==> src/include/cas_pkg.sv <==
// constants shared by the clock alarm status and sticky flag logic
package cas_pkg;
    localparam int unsigned NUM_FLAGS = 32'h6;

    // register offsets on the management port
    localparam logic [7:0] INPUT_SIGNAL_LIVE_STATUS_OFS = 8'h81;
    localparam logic [7:0] PLL_ALARM_LIVE_STATUS_OFS = 8'h82;
    localparam logic [7:0] INPUT_SIGNAL_STICKY_FLAGS_OFS = 8'h83;
    localparam logic [7:0] PLL_ALARM_STICKY_FLAGS_OFS = 8'h84;

    // reset values
    localparam logic [7:0] RD_DATA_RESET = 8'h00;
    localparam logic FLAG_RESET = 1'h0;

    // bit positions in the live registers
    localparam int unsigned REF_MISSING_BIT = 32'h0;
    localparam int unsigned IN1_MISSING_BIT = 32'h1;
    localparam int unsigned IN2_MISSING_BIT = 32'h2;
    localparam int unsigned PLL_UNLOCK_BIT = 32'h0;
    localparam int unsigned IN1_OFFSET_BIT = 32'h1;
    localparam int unsigned IN2_OFFSET_BIT = 32'h2;
    localparam int unsigned HOLD_VALID_BIT = 32'h6;

    // sticky flag index: 0 ref, 1 in1, 2 in2 missing, 3 unlock, 4 in1, 5 in2 offset
    localparam int unsigned FLAG_REF_MISSING = 32'h0;
    localparam int unsigned FLAG_IN1_MISSING = 32'h1;
    localparam int unsigned FLAG_IN2_MISSING = 32'h2;
    localparam int unsigned FLAG_PLL_UNLOCK = 32'h3;
    localparam int unsigned FLAG_IN1_OFFSET = 32'h4;
    localparam int unsigned FLAG_IN2_OFFSET = 32'h5;

    // register and bit position of each sticky flag
    localparam logic [7:0] FLAG_OFS [NUM_FLAGS] = '{
        INPUT_SIGNAL_STICKY_FLAGS_OFS, INPUT_SIGNAL_STICKY_FLAGS_OFS,
        INPUT_SIGNAL_STICKY_FLAGS_OFS, PLL_ALARM_STICKY_FLAGS_OFS,
        PLL_ALARM_STICKY_FLAGS_OFS, PLL_ALARM_STICKY_FLAGS_OFS};
    localparam int unsigned FLAG_BIT [NUM_FLAGS] = '{
        32'h0, 32'h1, 32'h2, 32'h1, 32'h2, 32'h3};
endpackage : cas_pkg
==> src/hdl/cas_alarm_status.sv <==
// alarm live status, sticky flag registers and interrupt pin
`timescale 1ns/100ps
`default_nettype none
module cas_alarm_status (
    input wire logic clk_sys, // system clock, 125 MHz
    input wire logic rst_b, // synchronous reset, active low
    // register access from the management port
    input wire logic [7:0] reg_addr, // register offset
    input wire logic reg_wr_en, // write strobe, one cycle
    input wire logic [7:0] reg_wr_data, // write data
    input wire logic reg_rd_en, // read strobe, one cycle
    output logic [7:0] reg_rd_data, // read data, held until next read
    output logic reg_rd_valid, // read data valid pulse
    // live alarms from the detectors
    input wire logic in2_signal_missing_live, // input 2 signal lost
    input wire logic in1_signal_missing_live, // input 1 signal lost
    input wire logic ref_signal_missing_live, // reference oscillator lost
    input wire logic hold_history_valid, // hold history filled
    input wire logic in2_freq_offset_live, // input 2 offset alarm
    input wire logic in1_freq_offset_live, // input 1 offset alarm
    input wire logic pll_unlock_live, // pll not locked
    // mask and enable settings held elsewhere
    input wire logic in2_signal_missing_mask, // mask, 1 suppresses
    input wire logic in1_signal_missing_mask, // mask, 1 suppresses
    input wire logic ref_signal_missing_mask, // mask, 1 suppresses
    input wire logic in2_freq_offset_mask, // mask, 1 suppresses
    input wire logic in1_freq_offset_mask, // mask, 1 suppresses
    input wire logic pll_unlock_mask, // mask, 1 suppresses
    input wire logic int_pin_enable, // interrupt pin enable
    input wire logic input1_selected, // input 1 chosen as pll input
    output logic irq_out, // interrupt pin, active high
    output logic input1_active_indicator // input 1 really active
);
    logic [5:0] live_vec;
    logic [5:0] mask_vec;
    logic [5:0] flags;
    logic [5:0] clear_vec;
    logic [7:0] live_in_byte;
    logic [7:0] live_pll_byte;
    logic [7:0] sticky_in_byte;
    logic [7:0] sticky_pll_byte;
    logic [7:0] rd_data_reg;
    logic [7:0] rd_data_next;
    logic rd_valid_reg;
    logic rd_valid_next;
    logic act1_reg;
    logic act1_next;

    // gather live alarms and masks in flag index order
    always_comb begin
        live_vec = '0;
        live_vec[cas_pkg::FLAG_REF_MISSING] = ref_signal_missing_live;
        live_vec[cas_pkg::FLAG_IN1_MISSING] = in1_signal_missing_live;
        live_vec[cas_pkg::FLAG_IN2_MISSING] = in2_signal_missing_live;
        live_vec[cas_pkg::FLAG_PLL_UNLOCK] = pll_unlock_live;
        live_vec[cas_pkg::FLAG_IN1_OFFSET] = in1_freq_offset_live;
        live_vec[cas_pkg::FLAG_IN2_OFFSET] = in2_freq_offset_live;
        mask_vec = '0;
        mask_vec[cas_pkg::FLAG_REF_MISSING] = ref_signal_missing_mask;
        mask_vec[cas_pkg::FLAG_IN1_MISSING] = in1_signal_missing_mask;
        mask_vec[cas_pkg::FLAG_IN2_MISSING] = in2_signal_missing_mask;
        mask_vec[cas_pkg::FLAG_PLL_UNLOCK] = pll_unlock_mask;
        mask_vec[cas_pkg::FLAG_IN1_OFFSET] = in1_freq_offset_mask;
        mask_vec[cas_pkg::FLAG_IN2_OFFSET] = in2_freq_offset_mask;
    end

    // one sticky flag per alarm; a write of 1 never clears
    generate
        for (genvar i = 0; i < 6; i++) begin : g_flag
            assign clear_vec[i] = reg_wr_en && (reg_addr == cas_pkg::FLAG_OFS[i])
                && !reg_wr_data[cas_pkg::FLAG_BIT[i]];
            cas_sticky_flag u_flag (
                .clk_sys(clk_sys),
                .rst_b(rst_b),
                .live(live_vec[i]),
                .clear_req(clear_vec[i]),
                .flag(flags[i])
            );
        end
    endgenerate

    cas_irq_gate u_irq (
        .clk_sys(clk_sys),
        .rst_b(rst_b),
        .flags(flags),
        .mask(mask_vec),
        .int_pin_enable(int_pin_enable),
        .irq(irq_out)
    );

    // register images; reserved bits stay zero
    always_comb begin
        live_in_byte = 8'h00;
        live_in_byte[cas_pkg::IN2_MISSING_BIT] = in2_signal_missing_live;
        live_in_byte[cas_pkg::IN1_MISSING_BIT] = in1_signal_missing_live;
        live_in_byte[cas_pkg::REF_MISSING_BIT] = ref_signal_missing_live;
        live_pll_byte = 8'h00;
        live_pll_byte[cas_pkg::HOLD_VALID_BIT] = hold_history_valid;
        live_pll_byte[cas_pkg::IN2_OFFSET_BIT] = in2_freq_offset_live;
        live_pll_byte[cas_pkg::IN1_OFFSET_BIT] = in1_freq_offset_live;
        live_pll_byte[cas_pkg::PLL_UNLOCK_BIT] = pll_unlock_live;
        sticky_in_byte = 8'h00;
        sticky_pll_byte = 8'h00;
        for (int k = 0; k < 6; k++) begin
            if (cas_pkg::FLAG_OFS[k] == cas_pkg::INPUT_SIGNAL_STICKY_FLAGS_OFS) begin
                sticky_in_byte[cas_pkg::FLAG_BIT[k]] = flags[k];
            end else begin
                sticky_pll_byte[cas_pkg::FLAG_BIT[k]] = flags[k];
            end
        end
    end

    // read port: data one cycle after the strobe, unmapped offsets read zero
    always_comb begin
        rd_data_next = rd_data_reg;
        rd_valid_next = reg_rd_en;
        if (reg_rd_en) begin
            case (reg_addr)
                cas_pkg::INPUT_SIGNAL_LIVE_STATUS_OFS: rd_data_next = live_in_byte;
                cas_pkg::PLL_ALARM_LIVE_STATUS_OFS: rd_data_next = live_pll_byte;
                cas_pkg::INPUT_SIGNAL_STICKY_FLAGS_OFS: rd_data_next = sticky_in_byte;
                cas_pkg::PLL_ALARM_STICKY_FLAGS_OFS: rd_data_next = sticky_pll_byte;
                default: rd_data_next = 8'h00;
            endcase
        end
        // a lost signal can never be the active input, whatever is selected
        act1_next = input1_selected && !in1_signal_missing_live;
    end

    always_ff @(posedge clk_sys) begin
        if (!rst_b) begin
            rd_data_reg <= cas_pkg::RD_DATA_RESET;
            rd_valid_reg <= 1'h0;
            act1_reg <= 1'h0;
        end else begin
            rd_data_reg <= rd_data_next;
            rd_valid_reg <= rd_valid_next;
            act1_reg <= act1_next;
        end
    end

    assign reg_rd_data = rd_data_reg;
    assign reg_rd_valid = rd_valid_reg;
    assign input1_active_indicator = act1_reg;
endmodule : cas_alarm_status
`default_nettype wire

==> src/hdl/cas_irq_gate.sv <==
// masks the sticky flags onto the registered interrupt pin
`timescale 1ns/100ps
`default_nettype none
module cas_irq_gate (
    input wire logic clk_sys, // system clock
    input wire logic rst_b, // synchronous reset, active low
    input wire logic [5:0] flags, // sticky flags
    input wire logic [5:0] mask, // 1 suppresses the flag
    input wire logic int_pin_enable, // interrupt pin enable
    output logic irq // interrupt, active high
);
    logic irq_reg;
    logic irq_next;

    // a masked flag still latches upstream; it only drops out here
    always_comb begin
        irq_next = int_pin_enable && (|(flags & ~mask));
    end

    always_ff @(posedge clk_sys) begin
        if (!rst_b) begin
            irq_reg <= 1'h0;
        end else begin
            irq_reg <= irq_next;
        end
    end

    assign irq = irq_reg;
endmodule : cas_irq_gate
`default_nettype wire

==> src/hdl/cas_sticky_flag.sv <==
// one sticky alarm flag with host clear-by-zero
`timescale 1ns/100ps
`default_nettype none
module cas_sticky_flag (
    input wire logic clk_sys, // system clock
    input wire logic rst_b, // synchronous reset, active low
    input wire logic live, // live alarm level
    input wire logic clear_req, // host wrote 0 to this bit
    output logic flag // held alarm
);
    logic flag_reg;
    logic flag_next;

    // set wins over clear so an alarm present at the clear is never lost
    always_comb begin
        flag_next = flag_reg;
        if (clear_req) begin
            flag_next = 1'h0;
        end
        if (live) begin
            flag_next = 1'h1;
        end
    end

    always_ff @(posedge clk_sys) begin
        if (!rst_b) begin
            flag_reg <= cas_pkg::FLAG_RESET;
        end else begin
            flag_reg <= flag_next;
        end
    end

    assign flag = flag_reg;
endmodule : cas_sticky_flag
`default_nettype wire

==> config.mk <==
export PLATFORM = sky130hd
export DESIGN_NAME = cas_alarm_status
export DESIGN_NICKNAME = d
export VERILOG_FILES = /design/src/include/cas_pkg.sv /design/src/hdl/cas_alarm_status.sv /design/src/hdl/cas_irq_gate.sv /design/src/hdl/cas_sticky_flag.sv
export SDC_FILE = /design/constraint.sdc
export NUM_CORES = 1
export LEC_CHECK = 0
export BUFFER_PORTS_ARGS = -buffer_cell sky130_fd_sc_hd__buf_4
export CORE_ASPECT_RATIO = 1.2
export CORE_MARGIN = 2
export CORE_UTILIZATION = 30
export CTS_CLUSTER_DIAMETER = 80
export DETAILED_ROUTE_END_ITERATION = 8
export PLACE_DENSITY = 0.6
export SYNTH_ARGS = -nofsm -noshare
export SYNTH_HDL_FRONTEND = slang
export SYNTH_SLANG_ARGS = --single-unit
==> constraint.sdc <==
create_clock -name clk_sys -period 1.19 [get_ports clk_sys]
set_clock_uncertainty 0.15 [all_clocks]
set_input_delay 0.1785 -clock clk_sys [delete_from_list [all_inputs] [get_ports clk_sys]]
set_output_delay 0.1785 -clock clk_sys [all_outputs]
set_load 0.1 [all_outputs]
==> results.cfg <==
[floorplanning]
ios = 46
die_x_um = 49.5
dieArea_um2 = 2900
rows = 19
coreArea_um2 = 2330
start_util_pct = 32.0
die_h_um = 58.6

[hold_path]
min_path_type = in2reg

[clock_network]
h-tree-depth = 1
root_buffer = clkbuf_4
cts_made_buffers = 3
clock_sinks = 14
clock_path_buffers = 2
insertion_delay_ns = 0.28
path_clk_slew_ns = 0.09
cts_tree = built

[route]
remaining_drc_errors = 0
via_per_inst = 4.69
vias = 778
wire_per_inst_um = 12.0
drtIter0Drc = 6
firstDrtPassIters = 4
wirelength_um = 1990
antenna_left = 0

[grt]
grt_start_max_net_pins = 15
grt_busiest_layer = met2
grt_overflow = 0
grt_util_met1_pct = 17.5
grt_util_met3_pct = 2.79
grt_pass1_vias = 820
grt_util_met2_pct = 27.6
grt_pass1_wl_um = 3440
globalRouteTotalUtil_pct = 15.1
antenna_found_initial = 0

[timing]
layout_setup_ws_ns = -0.0928
fin_crit_sh_pct = 108
rsz0062_at_grt = true
min_period_ns = 1.28
max_freq_mhz = 780
hold_viol = 0
slew_violations = 0
setup_viol = 2

[worst_setup_path]
path_cells = mux2_4 -> a32o_1 -> o211ai_1 -> a21boi_1
reg2reg_slack_ns = -0.09
cpMaxStageDelayCell = dfxtp_2
worstSetupPathType = reg2reg
start_kind = flop
cp_max_fo = 2
worstPathRequired_ns = 1.21
arrival_ns = 1.30
endpoint_kind = flop
crit_path_max_incr_delay_ns = 0.33

[power_and_ir_drop]
power_density_nw_per_um2 = 927
p_seq_share_pct = 43.1
switchingPower_uw = 338
leakage_uw = 0.000562
pwr-share-clk_pct = 29.8
p_comb_share_pct = 27.1
power.internal_uw = 827
peakVddDrop_v = 0.000608
sw_frac_of_total_pct = 29.0

[cells_and_area]
largest_reg_flops = 6
antenna_cells = 0
utilization_pct = 53.9
n_fill_cell = 244
stdcell_count = 166
area_delta_synth_final_pct = 68.7
area.sequential_um2 = 293
final_cell_mix = buf_4, dfxtp_2, nor2_1
multi_input_area_um2 = 424
final_common_cell = buf_4
drive_gt1_share_pct = 50.4
fin_nets = 171

[job]
drv_cap = 0

[synthesis]
yosys_warnings = 0
seq_area_frac_synth_pct = 37.6
synth.distinct_cells = 34
syn_area_um2 = 744
avgSynthCellArea_um2 = 8.86
synth-seq-cells = 14
yosys-top-cells-area = dfxtp_1, nand2b_1, o21ai_0, mux2_4, nor2_1
synth_top_area_cell = dfxtp_1
synth_top_cell_area_share_pct = 37.6
synthCells = 84

[placed_design]
gp_congestion = 0.814
placedCellCount = 157
dp_slack_ns = -0.219
io_buffers = 38
dp_hpwl_um = 1540

[outcome]
violations = negative setup slack
status = finished, violations left
[timing repair]
| item | in CTS | in global routing |
|---|---|---|
| cloned | 0 | 0 |
| setup buffers | 0 | 0 |
| endpoints found under the setup margin | 11 | 9 |
| gates resized for setup | 10 | 9 |
| endpoints found under the hold margin | 5 | 0 |
| pin swaps | 0 | 3 |
| hold buffers | 5 | 0 |
[kinds of logic after synthesis]
logic type      Yosys count  share of synthesized area, %
mux                       3                          5.55
flops                    14                          37.6
compound gates           26                          22.7
simple gates             28                          24.4
other cells               1                         0.504
xor+xnor                  1                          1.18
buf+inv                  11                          8.07
[power by group through the flow]
stage / Combinational (uW) / Clock (uW) / Sequential [uW]
3_3_place_gp: 293 / 0 / 511
4_1_cts: 315 / 364 / 502
5_1_grt: 340 / 373 / 505
2_1_floorplan: 128 / 0 / 551
3_5_place_dp: 295 / 0 / 511
6_report: 315 / 347 / 502
[cells in the mapped netlist, drive strengths merged]
library cell / instances
nor2: 8
a31oi: 2
nand2: 1
mux2: 3
a32o: 2
nand4b: 1
nand3: 1
o22ai: 3
and4: 2
o211ai: 2
nor4: 1
conb: 1
nand2b: 6
buf: 4
o21ai: 6
dfxtp: 14
a21boi: 4
and2: 1
nor4bb: 2
nor2b: 2
xnor2: 1
inv: 6
o311a: 1
nor3b: 1
o21a: 1
clkbuf: 1
a21oi: 5
and3b: 1
and3: 1
[cell type report]
| class | instances | area share (%) |
|---|---|---|
| Multi-Input combinational cell | 61 | 33.8 |
| Tap cell | 31 | 3.09 |
| Sequential cell | 14 | 23.3 |
| Inverter | 6 | 1.79 |
| Timing Repair Buffer | 50 | 35.2 |
| Clock buffer | 4 | 2.89 |
[routing by layer]
| layer | vias to the layer above | routed length (um) |
|---|---|---|
| met5 | - | 0 |
| li1 | 399 | - |
| met3 | 4 | 120 |
| met4 | 0 | 25 |
| met1 | 348 | 804 |
| met2 | 27 | 1040 |
[worst max-delay path, delay by kind of cell, from the launching register on]
kind	cells	cell delay [ns]
multiplexers	1	0.25
AO/OA/AOI/OAI	3	0.45
flip-flops	1	0.33
[metrics by stage]
| step | cell area, um2 | hold WS [ns] | setup TNS, ns | power, uW |
|---|---|---|---|---|
| 2_1_floorplan | 762 | 0.0926 | -0.164 | 679 |
| 3_3_place_gp | 1100 | 0.223 | -1.37 | 804 |
| 3_5_place_dp | 1100 | 0.230 | -1.58 | 806 |
| 4_1_cts | 1220 | 0.0198 | -0.200 | 1180 |
| 5_1_grt | 1260 | 0.0467 | -0.347 | 1220 |
| 6_report | 1260 | 0.0346 | -0.179 | 1160 |
[worst paths after layout]
| path | startpoint | cells past startpoint | endpoint |
|---|---|---|---|
| min | in1_freq_offset_live | 3 | g_flag[4].u_flag.flag$_SDFFE_PN0P_ |
| min reg2reg | reg_rd_data[2]$_SDFFE_PN0P_ | 2 | reg_rd_data[2]$_SDFFE_PN0P_ |
| max reg2reg | g_flag[1].u_flag.flag$_SDFFE_PN0P_ | 4 | reg_rd_data[1]$_SDFFE_PN0P_ |
| max | g_flag[1].u_flag.flag$_SDFFE_PN0P_ | 4 | reg_rd_data[1]$_SDFFE_PN0P_ |
(Power assumes the default switching activity.)
